## src/clr_pkg.sv

```systemverilog
// clr_pkg: constants and carrier types for the line readout timing generator.
// assumes a 250 MHz mclk; all sensor phases are driven as logic levels to external drivers.
package clr_pkg;
    // clock rate
    localparam int CLK_MHZ = 250;
    // horizontal line layout, in pixels
    localparam logic [11:0] EMPTY_PIX = 12'h004;
    localparam logic [11:0] DARK_PIX = 12'h010;
    localparam logic [11:0] ACTIVE_SINGLE = 12'h648;     // 1608
    localparam logic [11:0] ACTIVE_DUAL = 12'h324;       // 804
    localparam logic [11:0] LINE_SINGLE = 12'h66C;       // 1644
    localparam logic [11:0] LINE_DUAL = 12'h338;         // 824
    localparam logic [11:0] DARK_REF_FIRST = 12'h005;    // first of the 14 centre dark columns
    localparam logic [11:0] DARK_REF_LAST = 12'h012;     // last of the 14 centre dark columns
    // vertical frame layout, in rows
    localparam logic [11:0] FRAME_ROWS = 12'h4BE;        // 2 + 1208 + 4 = 1214
    // pixel period: 20 MHz full range or 40 MHz capped range
    localparam int PIX_SLOW_MHZ = 20;
    localparam int PIX_FAST_MHZ = 40;
    localparam logic [7:0] PIX_SLOW_CYC = 8'(CLK_MHZ / PIX_SLOW_MHZ + 1);  // rounded up: 13
    localparam logic [7:0] PIX_FAST_CYC = 8'((CLK_MHZ + PIX_FAST_MHZ - 1) / PIX_FAST_MHZ);
    // vertical pulse width and horizontal restart delay, in ns
    localparam int V_PULSE_NS = 1000;
    localparam int HD_NS = 1000;
    localparam logic [11:0] V_PULSE_CYC = 12'((V_PULSE_NS * CLK_MHZ + 999) / 1000);
    localparam logic [11:0] HD_CYC = 12'((HD_NS * CLK_MHZ + 999) / 1000);
    localparam logic [11:0] ZERO12 = 12'h000;
    localparam logic [7:0] ZERO8 = 8'h00;

    // horizontal drive bundle
    typedef struct packed {
        logic left_storage_a;
        logic left_storage_b;
        logic left_barrier_a;
        logic left_barrier_b;
        logic right_storage_a;
        logic right_storage_b;
        logic right_barrier_a;
        logic right_barrier_b;
        logic reset_gate_left;
        logic reset_gate_right;
    } clr_hdrive_t;

    // vertical and auxiliary drives
    typedef struct packed {
        logic vertical_phase_one;
        logic vertical_phase_two;
        logic fast_line_dump_gate;
        logic substrate_shutter;
    } clr_vdrive_t;

    // pixel tags for downstream sampling
    typedef struct packed {
        logic sample;       // one-cycle strobe: sample both video outputs now
        logic empty;
        logic dark;
        logic dark_ref;     // usable zero-signal reference column
        logic image;
        logic [11:0] column;
        logic [11:0] row;
    } clr_pixtag_t;
endpackage : clr_pkg

```

## src/clr_hphase.sv

```systemverilog
// clr_hphase: maps the two horizontal phases onto the eight split-register inputs
// and pulses the reset gates; assumes phase levels arrive from flip-flops on mclk.
`timescale 1ns/10ps
module clr_hphase
    import clr_pkg::*;
(
    // clock and reset
    input wire logic mclk,
    input wire logic resetn,
    // phase levels and mode
    input wire logic phase_a,
    input wire logic reset_pulse,
    input wire logic dual_mode,
    // drive to sensor
    output clr_hdrive_t hdrive
);
    clr_hdrive_t next_hdrive;

    // all eight inputs from one register stage so edges line up within a clock
    always_comb begin
        next_hdrive.left_storage_a = phase_a;
        next_hdrive.left_barrier_a = phase_a;
        next_hdrive.right_storage_a = phase_a;
        next_hdrive.left_storage_b = ~phase_a;
        next_hdrive.left_barrier_b = ~phase_a;
        next_hdrive.right_storage_b = ~phase_a;
        next_hdrive.right_barrier_a = dual_mode ? phase_a : ~phase_a;
        next_hdrive.right_barrier_b = dual_mode ? ~phase_a : phase_a;
        next_hdrive.reset_gate_left = reset_pulse;
        next_hdrive.reset_gate_right = reset_pulse & dual_mode;
    end

    // registered so barrier edges coincide with the other clocks (one flop level)
    always_ff @(posedge mclk or negedge resetn) begin
        if (!resetn) begin
            hdrive <= '{left_storage_a: 1'b1, left_barrier_a: 1'b1, right_storage_a: 1'b1,
                        right_barrier_b: 1'b1, default: 1'b0};
        end else begin
            hdrive <= next_hdrive;
        end
    end
endmodule : clr_hphase

```

## src/clr_readout.sv

```systemverilog
// clr_readout: timing generator for the interline sensor line transfer and readout.
// assumes external clock drivers buffer every phase output and converters sample video
// on the sample strobe; all control inputs come from logic on mclk.
// Functional notes
// - while vertical shifts, hold horizontal phase A high and phase B low
// - resume horizontal clocking only after restart delay from vertical falling edge
// - zero reference uses only the centre 14 of 16 dark columns
// - no shutter, vertical or dump pulse during horizontal shifting
// - single mode drive: A to storages and left A, right B barrier; B opposite
// - single mode issues 1644 horizontal cycles per line
// - dual mode swaps right barriers: A drives all A inputs, B all B
// - dual mode issues 824 horizontal cycles per line
// - right barrier edges coincide with other horizontal clocks within 3 ns
// - pulse reset gate after each pixel is sampled
// - 80000 electron full range needs the 20 MHz pixel clock
// - signals capped at 40000 electrons may use 40 MHz pixel clock
// - dual mode: right line reversed and appended after left line
`timescale 1ns/10ps
module clr_readout
    import clr_pkg::*;
(
    // clock and reset
    input wire logic mclk,
    input wire logic resetn,
    // frame control
    input wire logic frame_start,
    input wire logic dual_mode,
    input wire logic full_range,
    input wire logic dump_row,
    input wire logic shutter_req,
    // status
    output logic busy,
    output logic frame_done,
    // sensor drives
    output clr_vdrive_t vdrive,
    output clr_hdrive_t hdrive,
    // pixel tags toward the sampling path
    output clr_pixtag_t pixtag
);
    typedef enum logic [2:0] {
        CLR_IDLE,
        CLR_VPULSE,
        CLR_HOLD,
        CLR_HSHIFT,
        CLR_LINE_END
    } clr_state_t;

    clr_state_t state;
    clr_state_t next_state;
    logic [11:0] timer;
    logic [11:0] col;
    logic [11:0] row;
    logic [7:0] pix_cnt;
    logic phase_a;
    logic reset_pulse;
    logic mode_dual;
    logic mode_full;
    logic dump_this;

    // count helpers used by several decoders
    function automatic logic in_range(input logic [11:0] v, input logic [11:0] lo,
                                      input logic [11:0] hi);
        in_range = (v >= lo) && (v <= hi);
    endfunction : in_range

    wire [11:0] line_len = mode_dual ? LINE_DUAL : LINE_SINGLE;
    wire [7:0] pix_len = mode_full ? PIX_SLOW_CYC : PIX_FAST_CYC;
    wire [7:0] pix_half = {1'b0, pix_len[7:1]};
    wire pix_last = (pix_cnt == pix_len - 8'h01);
    wire line_last = (col == line_len - 12'h001);
    wire row_last = (row == FRAME_ROWS - 12'h001);
    wire timer_done = (timer == ZERO12);
    wire hshift = (state == CLR_HSHIFT);
    wire col_empty = (col < EMPTY_PIX);
    wire col_dark_l = in_range(col, EMPTY_PIX, EMPTY_PIX + DARK_PIX - 12'h001);
    wire col_image = in_range(col, EMPTY_PIX + DARK_PIX,
                              EMPTY_PIX + DARK_PIX + (mode_dual ? ACTIVE_DUAL : ACTIVE_SINGLE)
                              - 12'h001);
    wire col_dark_r = !mode_dual && (col >= LINE_SINGLE - DARK_PIX);
    wire col_ref = in_range(col, DARK_REF_FIRST, DARK_REF_LAST)
                   || (col_dark_r && in_range(col - (LINE_SINGLE - DARK_PIX),
                                              12'h001, DARK_PIX - 12'h002));

    // sequencer: one vertical transfer then one full horizontal line per row
    always_comb begin
        next_state = state;
        unique case (state)
            CLR_IDLE: if (frame_start) next_state = CLR_VPULSE;
            CLR_VPULSE: if (timer_done) next_state = CLR_HOLD;
            CLR_HOLD: if (timer_done) next_state = CLR_HSHIFT;
            CLR_HSHIFT: if (pix_last && line_last) next_state = CLR_LINE_END;
            CLR_LINE_END: next_state = row_last ? CLR_IDLE : CLR_VPULSE;
        endcase
    end

    // state and mode latch; mode is taken only at frame start so a line never changes mode
    always_ff @(posedge mclk or negedge resetn) begin
        if (!resetn) begin
            state <= CLR_IDLE;
            mode_dual <= 1'b0;
            mode_full <= 1'b0;
        end else begin
            state <= next_state;
            if (state == CLR_IDLE && frame_start) begin
                mode_dual <= dual_mode;
                mode_full <= full_range;
            end
        end
    end

    // interval timer for the vertical pulse and the restart delay
    always_ff @(posedge mclk or negedge resetn) begin
        if (!resetn) begin
            timer <= ZERO12;
        end else if (next_state == CLR_VPULSE && state != CLR_VPULSE) begin
            timer <= V_PULSE_CYC - 12'h001;
        end else if (state == CLR_VPULSE && timer_done) begin
            timer <= HD_CYC - 12'h001;
        end else if (!timer_done) begin
            timer <= timer - 12'h001;
        end
    end

    // pixel and column counters
    always_ff @(posedge mclk or negedge resetn) begin
        if (!resetn) begin
            pix_cnt <= ZERO8;
            col <= ZERO12;
        end else if (!hshift) begin
            pix_cnt <= ZERO8;
            col <= ZERO12;
        end else if (pix_last) begin
            pix_cnt <= ZERO8;
            col <= line_last ? ZERO12 : col + 12'h001;
        end else begin
            pix_cnt <= pix_cnt + 8'h01;
        end
    end

    // row counter and per-row dump request
    always_ff @(posedge mclk or negedge resetn) begin
        if (!resetn) begin
            row <= ZERO12;
            dump_this <= 1'b0;
        end else begin
            if (state == CLR_IDLE) begin
                row <= ZERO12;
            end else if (state == CLR_LINE_END) begin
                row <= row + 12'h001;
            end
            if (next_state == CLR_VPULSE && state != CLR_VPULSE) begin
                dump_this <= dump_row;
            end
        end
    end

    // horizontal phase: A high first half of pixel, held high outside shifting
    always_ff @(posedge mclk or negedge resetn) begin
        if (!resetn) begin
            phase_a <= 1'b1;
            reset_pulse <= 1'b0;
        end else begin
            phase_a <= !hshift || (pix_cnt < pix_half);
            reset_pulse <= hshift && pix_last;
        end
    end

    // vertical and auxiliary drives; quiet while shifting horizontally
    always_ff @(posedge mclk or negedge resetn) begin
        if (!resetn) begin
            vdrive <= '0;
        end else begin
            vdrive.vertical_phase_one <= (state == CLR_VPULSE);
            vdrive.vertical_phase_two <= (state == CLR_VPULSE);
            vdrive.fast_line_dump_gate <= (state == CLR_VPULSE) && dump_this;
            vdrive.substrate_shutter <= shutter_req && (state == CLR_IDLE);
        end
    end

    // pixel tags, strobed in the middle of each pixel's B half
    always_ff @(posedge mclk or negedge resetn) begin
        if (!resetn) begin
            pixtag <= '0;
        end else begin
            pixtag.sample <= hshift && (pix_cnt == pix_len - 8'h02);
            pixtag.empty <= col_empty;
            pixtag.dark <= col_dark_l || col_dark_r;
            pixtag.dark_ref <= col_ref;
            pixtag.image <= col_image;
            pixtag.column <= col;
            pixtag.row <= row;
        end
    end

    // status
    always_ff @(posedge mclk or negedge resetn) begin
        if (!resetn) begin
            frame_done <= 1'b0;
        end else begin
            frame_done <= (state == CLR_LINE_END) && row_last;
        end
    end
    assign busy = (state != CLR_IDLE);

    // split register drive and reset gates (right output used only in dual mode)
    clr_hphase u_hphase (
        .mclk(mclk),
        .resetn(resetn),
        .phase_a(phase_a),
        .reset_pulse(reset_pulse),
        .dual_mode(mode_dual),
        .hdrive(hdrive)
    );

    // helper counters for the checks: cycles since the vertical fall, strobes in this line;
    // the delay counter saturates so a long line cannot wrap it back under the limit
    logic [11:0] since_vfall;
    logic [11:0] strobe_cnt;
    always_ff @(posedge mclk or negedge resetn) begin
        if (!resetn) begin
            since_vfall <= ZERO12;
            strobe_cnt <= ZERO12;
        end else begin
            if (vdrive.vertical_phase_one) begin
                since_vfall <= ZERO12;
            end else if (since_vfall != 12'hFFF) begin
                since_vfall <= since_vfall + 12'h001;
            end
            if (state == CLR_HOLD) begin
                strobe_cnt <= ZERO12;
            end else if (pixtag.sample) begin
                strobe_cnt <= strobe_cnt + 12'h001;
            end
        end
    end
endmodule : clr_readout

```

## config.mk

```make
export PLATFORM = sky130hd
export DESIGN_NAME = clr_readout
export DESIGN_NICKNAME = d
export VERILOG_FILES = /design/src/clr_pkg.sv /design/src/clr_hphase.sv /design/src/clr_readout.sv
export SDC_FILE = /design/constraint.sdc
export NUM_CORES = 1
export LEC_CHECK = 0
export ABC_AREA = 1
export BUFFER_PORTS_ARGS = -buffer_cell sky130_fd_sc_hd__buf_4
export CORE_ASPECT_RATIO = 2
export CORE_MARGIN = 4
export CORE_UTILIZATION = 36
export DETAILED_ROUTE_END_ITERATION = 6
export PLACE_DENSITY = 0.53
export SLEW_MARGIN = 20
export SYNTH_ARGS = -nofsm -noshare
export SYNTH_HDL_FRONTEND = slang
export SYNTH_SLANG_ARGS = --single-unit
```

## constraint.sdc

```tcl
create_clock -name mclk -period 3.6 [get_ports mclk]
set_input_delay 0.72 -clock mclk [delete_from_list [all_inputs] [get_ports mclk]]
set_output_delay 0.72 -clock mclk [all_outputs]
set_load 0.1 [all_outputs]
```

### After elaboration in Yosys (flattened, before gate mapping)

Cells that the tools add are included.
Widths: inputs -> output; s select.

* add/subtract/negate cells: 10
* order comparisons: 11
* eq/ne operators: 12
* multiplexer cells: 21
* bitwise gates (word level): 2
* reductions and logical operators: 24

Operators with widths (number)
* $mux 12: 8
* $add 12x1->12 const B: 2
* $ge 12x3->1 const B: 2
* $le 12x5->1 const B: 2
* $sub 12x1->12 const B: 2
* $mux 11: 2
* $eq 8x8->1: 2
* $mux 8: 2
* $logic_and 1x1->1: 15
* $pmux 3 s5: 1
* $add 5x11->12 const A: 1
* $eq 12x11->1 const B: 1
* $eq 12x12->1: 1
* $ge 12x1->1 const B: 1
* $ge 12x11->1 const B: 1
* $ge 12x5->1 const B: 1
* $le 12x12->1: 1
* $le 12x4->1 const B: 1
* $logic_not 12->1: 1
* $lt 12x3->1 const B: 1
* $mux 3: 4
* $sub 11x1->12 const B: 1
* $sub 12x11->12 const B: 1
* $add 8x1->8 const B: 1
* 17 further kinds: 25

* register bits after elaboration: 91
* bits of input ports: 7
* output and inout port bits: 45

### Depth between registers and ports, before layout

Gate-level depths: netlist of the first run.

* depth after elaboration: 9
* depth in mapped cells: 14
* depth with buffers taken out: 14

### Hierarchy

A second synthesis of the first run with hierarchy kept.

* cell total of the unflattened synthesis: 502
* area, all modules: 4474.3 um2

Modules (own cells, without submodules)
* clr_readout: instances 1, cells an instance 482, area each 4254.1 um2, seq. area each 2128.3 um2
* clr_hphase: instances 1, cells an instance 20, area each 220.2 um2, seq. area each 152.6 um2

### Least setup slack after synthesis of the first run

Ideal clock, no wire load.

* path kind: register to output
* start: register state[0]
* end: output port busy
* arrival: 1630 ps
* setup slack: 1250 ps
* stages on the path, launching flop included: 5
* cells stage by stage: dfrtp_1 -> inv_1 -> nand2_1 -> nor2_1 -> clkinv_1

* longest elaborated chain between the ends: 1

Ends and longest elaborated chain
* from (decl): RTL line clr_readout.sv:48 `clr_state_t state;`
* from (signal assigned): RTL line clr_readout.sv:103 `state <= next_state;`
* $reduce_bool 3->1: RTL line clr_readout.sv:203 `assign busy = (state != CLR_IDLE);`
* to (decl): RTL line clr_readout.sv:32 `output logic busy,`

Every way passes these cells.

### Worst setup path after layout of the first run

Ends and elaborated chain as after synthesis.

==> results.cfg, run 1 <==
[die]
die_area_um2 = 14600
io_pins = 52
row_count = 57
die_h_um = 167
die_x_um = 87.4
core_area_um2 = 12300
initial_core_util = 0.370

[logic_synthesis]
synth_seq_area_share = 0.502
synth_common_cells = 89 x nand2_1, 88 x dfrtp_1, 67 x inv_1, 43 x nor2_1, 29 x nand3_1
synth_ff_type = dfrtp_1
async_reset_ff_frac = 1.00
syn-cell-area_um2 = 4540
synth.area.top_cells = dfrtp_1 48%, nand2_1 7.4%, ha_1 5.8%, inv_1 5.5%, nor2_1 3.6%
synth_nets = 533
synth_seq_cells = 91
post-synth-top-count-cell = nand2_1
yosys_warnings = 0
avgSynthCellArea_um2 = 8.99
synth_top_area_share = 0.485
synth_top_area_cell = dfrtp_1
yosysUniqueCellTypes = 40
synth_edf_count = 0
syn_inst = 505

[setup_path]
worstPathRequired_ps = 2880
worstSetupPathType = reg2out
cp_max_fo = 10
reg2reg_slack_ps = 1450
arrival_ps = 1970
ff2ff_path_depth = 13
crit_path_start_kind = flop
worstReg2RegStart = mode_dual
reg2reg_to = timer[1]
worst_setup_path_end_kind = primary output

[timing]
holdWs_ps = 385
finalWorstSetupSlack_ps = 905
fin_crit_sh = 0.748
fmaxAchievable_mhz = 371
rsz0062_at_grt = no
clock_skew_ps = 10.9
setup_viol = 0
finalMaxSlewViolations = 0
maxSlewHeadroom = 0.437
setup_tns_ps = 0
tightest_slew_ps = 845
min_period_ps = 2690
hold_viol = 0

[cts]
cts_hold_buffers = 0
cts_setup_buffers = 0
cts_sinks = 91
cts.clk_slew.worst_paths_ps = 70
h-tree-depth = 3
clock_path_buffers = 2
cts_tree = yes
clock-root-buffer = clkbuf_16
clk_latency_ps = 340
cts_resized = 0
cts_buffers = 9

[power_and_ir_drop]
p_leak_nw = 2.60
internal_power_mw = 1.86
p_per_area_nw_per_um2 = 580
pwr-share-comb = 0.317
net-switching-power_mw = 1.25
sequentialPowerShare = 0.386
ir_drop_mv = 0.392
switching_share = 0.403
finalPower_mw = 3.11
clock_power_share = 0.298

[final_layout]
antenna_cells = 0
final_area_um2 = 5370
drive_gt1_frac = 0.208
syn_to_final_growth_pct = 18.3
fillCellCount = 1194
instances_no_fill = 714
final_util = 0.438
fin_nets = 590

[drt]
routed_wl_mm = 10.4
dr.first_iter.drc_count = 126
num_vias = 3513
drcViolationCount = 0
vias_per_cell = 4.92
detail_route.wl_per_cell_um = 14.6
ant_nets = 0
firstDrtPassIters = 4

[worst_hold_path]
hp-class = reg2reg
holdPathStages = 0
min-delay-start = phase_a
holdPathEnd = u_hphase.hdrive[9]

[grt]
grt_pass1_wl_mm = 16.9
grt_remaining_overflow = 0
antenna_found_initial = 0
grt_usage = 0.149
grt_max_degree = 71
grt_pass1_vias = 3555

[placed_design]
hpwl_mm = 7.99
place_area_um2 = 5080
gp_congestion = 0.866
dp.cells = 698
post-place-ws_ps = 1250
portBuffers = 51

[job]
maxCapViolations = 0

[outcome]
status = complete, no violations
## worst max-delay path by stage
| stage | end | slack [ps] | start |
|---|---|---|---|
| floorplan | busy | 1250 | state[0] |
| global placement | busy | 1350 | state[0] |
| detailed placement | busy | 1250 | state[0] |
| CTS | busy | 870 | state[0] |
| global route | busy | 640 | state[0] |
| finish | busy | 910 | state[0] |
## power by group through the flow
stage                     Sequential, mW  Clock [mW]  Combinational, mW
after floorplan                     1.40           0              0.601
after global placement              1.22           0              0.985
after detailed placement            1.22           0               1.00
after CTS                           1.20       0.947               1.00
after global routing                1.21       0.992               1.09
final                               1.20       0.927              0.986
## cells by family after synthesis
| family | after synthesis | synth area share |
|---|---|---|
| AND/OR/NAND/NOR | 224 | 0.252 |
| flip-flops | 91 | 0.502 |
| buffers and inverters | 84 | 0.0741 |
| AO/OA/AOI/OAI | 71 | 0.0873 |
| adder cells (fa/ha/maj) | 21 | 0.0579 |
| XOR/XNOR | 14 | 0.0270 |
## placed cells by master, fill, tap and decap left out, drive strengths merged, types with 12 or more instances in the layout
master  netlist  routed
a21oi        26      26
dfrtp        88      88
nor2         63      63
buf           7      53
ha           21      21
nand2        98      98
nor3         12      12
inv          76      79
o21ai        28      28
nand3        33      33
## cell type report
class                      instances  area, µm²  share of cell area
timing repair buffer              53        398              0.0741
multi-input combinational        330       1920               0.358
tap                              147        184              0.0342
clock buffer                       9        225              0.0419
inverter                          77        289              0.0538
clock inverter                     7       70.1              0.0130
sequential                        91       2280               0.425
## routing by layer
layer,share of wire,global-route usage,vias to the layer above
met4,0.027,0.0635,0
met3,0.031,0.0282,14
met1,0.35,0.150,1680
met5,0,0,-
li1,-,-,1753
met2,0.59,0.284,66
## worst max-delay path, stage by stage (launching register included)
cell      delay (ps)
dfrtp_1          410
inv_1            150
nand2_1          190
nor2_1           270
clkinv_1         290
buf_4            320
## registers in the layout, indices dropped and copies added (netlist names)
register / count
col: 12
mode_full: 1
row: 12
frame_done: 1
mode_dual: 1
vdrive: 3
state: 3
reset_pulse: 1
u_hphase.hdrive: 6
pixtag: 29
phase_a: 1
dump_this: 1
pix_cnt: 8
timer: 12
No activity file was read; power rests on OpenSTA's default activity.
==> run 2, diff against run 1 <==
ABC_AREA = 0   (was 1)
clock period = 2.8 ns   (was 3.6 ns; I/O delays follow)
==> run 2 against run 1 <==
Effect of this change: synthesized area is 1.9% lower; clock power up 28%; die area is 1.8% lower; setup slack lost 550 ps; first-iteration DRC count increased by 14%; largest power group unchanged; sequential power rose by 9%; non-clock buffer count up 13; flip-flop and latch count stayed put; sequential share of layout area rose by 0.35 points; highest routed layer unchanged; total power fell by 18%; routed wire length increased by 0.86%; combinational power is 96% lower.
==> results.cfg, run 2 <==
[setup_path]
crit_family = simple AND/OR/NAND/NOR gates
crit_chain = or4_4 > or4b_1 > nand2_1 > o221ai_1
max_stage_delay_ps = 820
crit_path_top_delay_cell = or4b_1
crit_path_start_kind = flop
cp_max_fo = 14
ff2ff_path_depth = 4
arrival_ps = 2650
worst_setup_path_end_kind = flop
cp_num_buf_inv = 0
reg2reg_slack_ps = 360
reg2reg_to = col[3]
worstReg2RegStart = pix_cnt[5]
worstPathRequired_ps = 3000
worstSetupPathType = reg2reg

[logic_synthesis]
synth_ff_type = dfrtp_1
synth_mux_area_frac = 0.0149
yosys_warnings = 0
synth_fa_ha_area_frac = 0.0590
synth_top_area_share = 0.494
synth_common_cells = 88 x dfrtp_1, 40 x nand2_1, 33 x nor2_1, 24 x nor3_1, 21 x ha_1
synth_seq_area_share = 0.512
avgSynthCellArea_um2 = 10.4
synth_top_family_by_area = simple AND/OR/NAND/NOR gates
synth_edf_count = 0
syn-cell-area_um2 = 4460
synth-compound-area-share = 0.109
synth_seq_cells = 91
synthXorXnorAreaFrac = 0.0393
synth_nets = 458
async_reset_ff_frac = 1.00
yosys.area_share.simple = 0.229
syn_inst = 430
post-synth-top-count-cell = dfrtp_1
yosysUniqueCellTypes = 62
synth_top_area_cell = dfrtp_1
synth.area.top_cells = dfrtp_1 49%, ha_1 5.9%, nand2_1 3.4%, nor2_1 2.8%, nor3_1 2.7%

[final_layout]
layout.cells.most_common = dfrtp_1
largest-register = pixtag
final_area_um2 = 5330
fin_nets = 513
mostFrequentLayoutCells = 88 x dfrtp_1, 65 x buf_4, 40 x nand2_1
drive_gt1_frac = 0.200
largest_register_ffs = 29
instances_no_fill = 637
antenna_cells = 0
syn_to_final_growth_pct = 19.6

[timing]
tightest_slew_ps = 740
finalMaxSlewViolations = 0
holdWs_ps = 157
fmaxAchievable_mhz = 409
setup_tns_ps = 0
fin_crit_sh = 0.872
rsz0062_at_grt = no
setup_viol = 0
hold_viol = 0
maxSlewHeadroom = 0.502
min_period_ps = 2440
clock_skew_ps = 12.3

[cts]
cts_tree = yes
cts_buffers = 9
cts_hold_buffers = 0
clk_latency_ps = 340
clock_path_buffers = 2
clock-root-buffer = clkbuf_16
cts_resized = 0
cts_sinks = 91
cts.clk_slew.worst_paths_ps = 70
h-tree-depth = 3
cts_setup_buffers = 0

[placed_design]
gp_congestion = 0.789
hpwl_mm = 7.69
dp.cells = 621
portBuffers = 51
place_area_um2 = 5030

[drt]
num_vias = 3452
dr.first_iter.drc_count = 144
vias_per_cell = 5.42
ant_nets = 0
firstDrtPassIters = 4
detail_route.wl_per_cell_um = 16.5
routed_wl_mm = 10.5
drcViolationCount = 0

[grt]
grt_remaining_overflow = 0
grt_usage = 0.155
grt_pass1_vias = 3527
grt_pass1_wl_mm = 17.4
antenna_found_initial = 0
grt_max_degree = 39

[die]
initial_core_util = 0.367
die_area_um2 = 14300
core_area_um2 = 12100
die_h_um = 165
die_x_um = 86.7
io_pins = 52
row_count = 57

[worst_hold_path]
hp-class = in2async

[power_and_ir_drop]
ir_drop_mv = 0.302
p_per_area_nw_per_um2 = 478
finalPower_mw = 2.55
p_leak_nw = 2.49

[outcome]
status = complete, no violations

[job]
maxCapViolations = 0
[run 2: changes by cell type in the layout (fill, tap and decap cells not counted), moves of 11 or more]
cell | before | now
nand2_1 | 89 | 40
a21oi_1 | 26 | 10
nor3_1 | 10 | 24
inv_1 | 67 | 14
nor2_4 | 11 | 0
buf_4 | 53 | 65
[run 2: routing by layer]
layer	routed length, µm	global-route usage
met5	0	0
met4	263	0.0709
met3	255	0.0248
met2	6030	0.291
met1	3940	0.165
[run 2: worst register-to-register path, delay by kind of cell, from the launching register on]
family	cells	cell delay, ps
AOI/OAI and AO/OA	1	150
DFF	1	420
and+or+nand+nor	3	1750
[run 2: through the flow]
stage	util	worst slack, ps
after detailed placement	0.415	380
final	0.439	357
after global routing	0.439	267
after floorplan	-	586
after global placement	0.415	389
after CTS	0.439	355
[run 2: final cells by class]
class,instances,area (µm²)
well taps,147,184
repair buffers,66,508
inverters,14,52.6
flip-flops and latches,91,2280
clock inverters,6,53.8
multi-input cells,303,2010
fillers,1220,6800
clock buffers,10,239
[run 2: how the worst max path moves through the flow]
stage / from / end / slack [ps] / depth (start not counted)
floorplan: pix_cnt[4] / col[11] / 590 / 6
global placement: pix_cnt[4] / col[3] / 390 / 4
detailed placement: pix_cnt[4] / col[3] / 380 / 4
CTS: pix_cnt[4] / col[3] / 360 / 4
global route: pix_cnt[5] / col[3] / 270 / 4
finish: pix_cnt[5] / col[3] / 360 / 4
[run 2: cell families (layout without fill, tap and decap cells)]
group / count (synthesis) / count (layout)
AOI/OAI and AO/OA: 69 / 69
xor gates and xnor gates: 20 / 20
DFF: 91 / 91
and+or+nand+nor: 187 / 187
buffers and inverters: 36 / 96
muxes: 6 / 6
adders and majority gates: 21 / 21
[run 2: power breakdown]
part	switching (mW)	internal, mW	total (mW)
logic	0.0289	0.00928	0.0382
clock network	0.550	0.644	1.19
registers	0	1.31	1.31
==> run 3, diff against run 2 <==
BUFFER_PORTS_ARGS = -buffer_cell sky130_fd_sc_hd__clkbuf_2   (was -buffer_cell sky130_fd_sc_hd__buf_4)
HOLD_SLACK_MARGIN = 0.1   (was default)
==> run 3 against run 2 <==
Effect of this change: clock skew down 6.0 ps; critical path type is now reg2out; global-route usage about the same; die area stayed put; sequential power hardly changed; highest routed layer unchanged; largest cell class unchanged; sequential share of layout area grew 1.1 points; critical endpoint is now busy; non-clock buffer count up 1.
==> results.cfg, run 3 (same netlist as run 2, synthesis figures left out) <==
[power_and_ir_drop]
p_per_area_nw_per_um2 = 481
finalPower_mw = 2.50
ir_drop_mv = 0.293
p_leak_nw = 2.45

[drt]
dr.first_iter.drc_count = 123
num_vias = 3432
vias_per_cell = 5.38
routed_wl_mm = 10.5
drcViolationCount = 0
detail_route.wl_per_cell_um = 16.4
ant_nets = 0
firstDrtPassIters = 4

[cts]
cts_buffers = 9
clock_path_buffers = 2
cts_resized = 0
cts_hold_buffers = 0
cts_sinks = 91
clock-root-buffer = clkbuf_16
cts.clk_slew.worst_paths_ps = 70
h-tree-depth = 3
cts_setup_buffers = 0
cts_tree = yes
clk_latency_ps = 340

[grt]
grt_remaining_overflow = 0
grt_pass1_wl_mm = 17.3
grt_usage = 0.155
grt_pass1_vias = 3542
grt_max_degree = 57
antenna_found_initial = 0

[final_layout]
largest_register_ffs = 29
syn_to_final_growth_pct = 16.6
fin_nets = 514
largest-register = pixtag
instances_no_fill = 638
final_area_um2 = 5200
fillCellCount = 1217
layout.cells.most_common = dfrtp_1
antenna_cells = 0
drive_gt1_frac = 0.200
final_util = 0.429
mostFrequentLayoutCells = 88 x dfrtp_1, 50 x clkbuf_2, 40 x nand2_1

[timing]
setup_viol = 0
holdWs_ps = 166
finalWorstSetupSlack_ps = 243
min_period_ps = 2560
fmaxAchievable_mhz = 391
tightest_slew_ps = 758
setup_tns_ps = 0
fin_crit_sh = 0.913
rsz0062_at_grt = no
clock_skew_ps = 6.33
hold_viol = 0
finalMaxSlewViolations = 0
maxSlewHeadroom = 0.490

[setup_path]
worstSetupPathType = reg2out
cp_max_fo = 22
crit_path_start_kind = flop
arrival_ps = 2000
worst_setup_path_end_kind = primary output
worstPathRequired_ps = 2240

[die]
core_area_um2 = 12100
die_h_um = 165
io_pins = 52
row_count = 57
die_x_um = 86.7
initial_core_util = 0.367
die_area_um2 = 14300

[worst_hold_path]
hp-class = in2async

[placed_design]
hpwl_mm = 7.72
place_area_um2 = 4920
post-place-ws_ps = 352
portBuffers = 51
dp.cells = 622
gp_congestion = 0.833

[job]
maxCapViolations = 0

[outcome]
status = complete, no violations
==> run 3: cell types whose count changed in the layout (fill, tap and decap cells not counted), sizes merged <==
cell / before / now
inv: 18 / 16
buf: 66 / 17
clkbuf: 10 / 60
clkinv: 1 / 3
==> run 3: final timing paths <==
check	start	to	slack [ps]	cells after the start
min	resetn	pixtag[5]	170	1
min in group mclk	phase_a	u_hphase.hdrive[9]	380	0
min reg2reg	phase_a	u_hphase.hdrive[9]	380	0
max in group asynchronous	resetn	pixtag[23]	1970	2
max reg2reg	pix_cnt[4]	col[8]	370	4
max	state[0]	busy	240	5
==> run 3: where the power goes <==
part	internal (mW)	leakage [nW]	switching [mW]
combinational	0.00644	1.11	0.0278
clock	0.613	0.135	0.536
sequential	1.31	1.21	0
==> run 3: metal layers <==
| metal | share of wire | vias to the layer above | track usage | wire length (µm) |
|---|---|---|---|---|
| met1 | 0.37 | 1682 | 0.156 | 3850 |
| met3 | 0.027 | 27 | 0.0283 | 283 |
| met4 | 0.041 | 0 | 0.0809 | 428 |
| met2 | 0.56 | 60 | 0.294 | 5910 |
| met5 | 0 | - | 0 | 0 |
| li1 | - | 1663 | - | - |
==> run 3: area by class of cell <==
cell class / instances / area (µm²) / share of cell area
Tap cell: 147 / 184 / 0.0354
Timing Repair Buffer: 67 / 390 / 0.0751
Sequential cell: 91 / 2280 / 0.439
Inverter: 14 / 52.6 / 0.0101
Clock buffer: 10 / 229 / 0.0441
Multi-Input combinational cell: 303 / 2010 / 0.387
Clock inverter: 6 / 50.0 / 0.00963
==> run 3: worst max-delay path, cell delays in order (launching register included) <==
cell and delay, ps:
dfrtp_1 450, or2_2 510, nor2_1 140, buf_4 150, inv_1 40, clkbuf_2 360
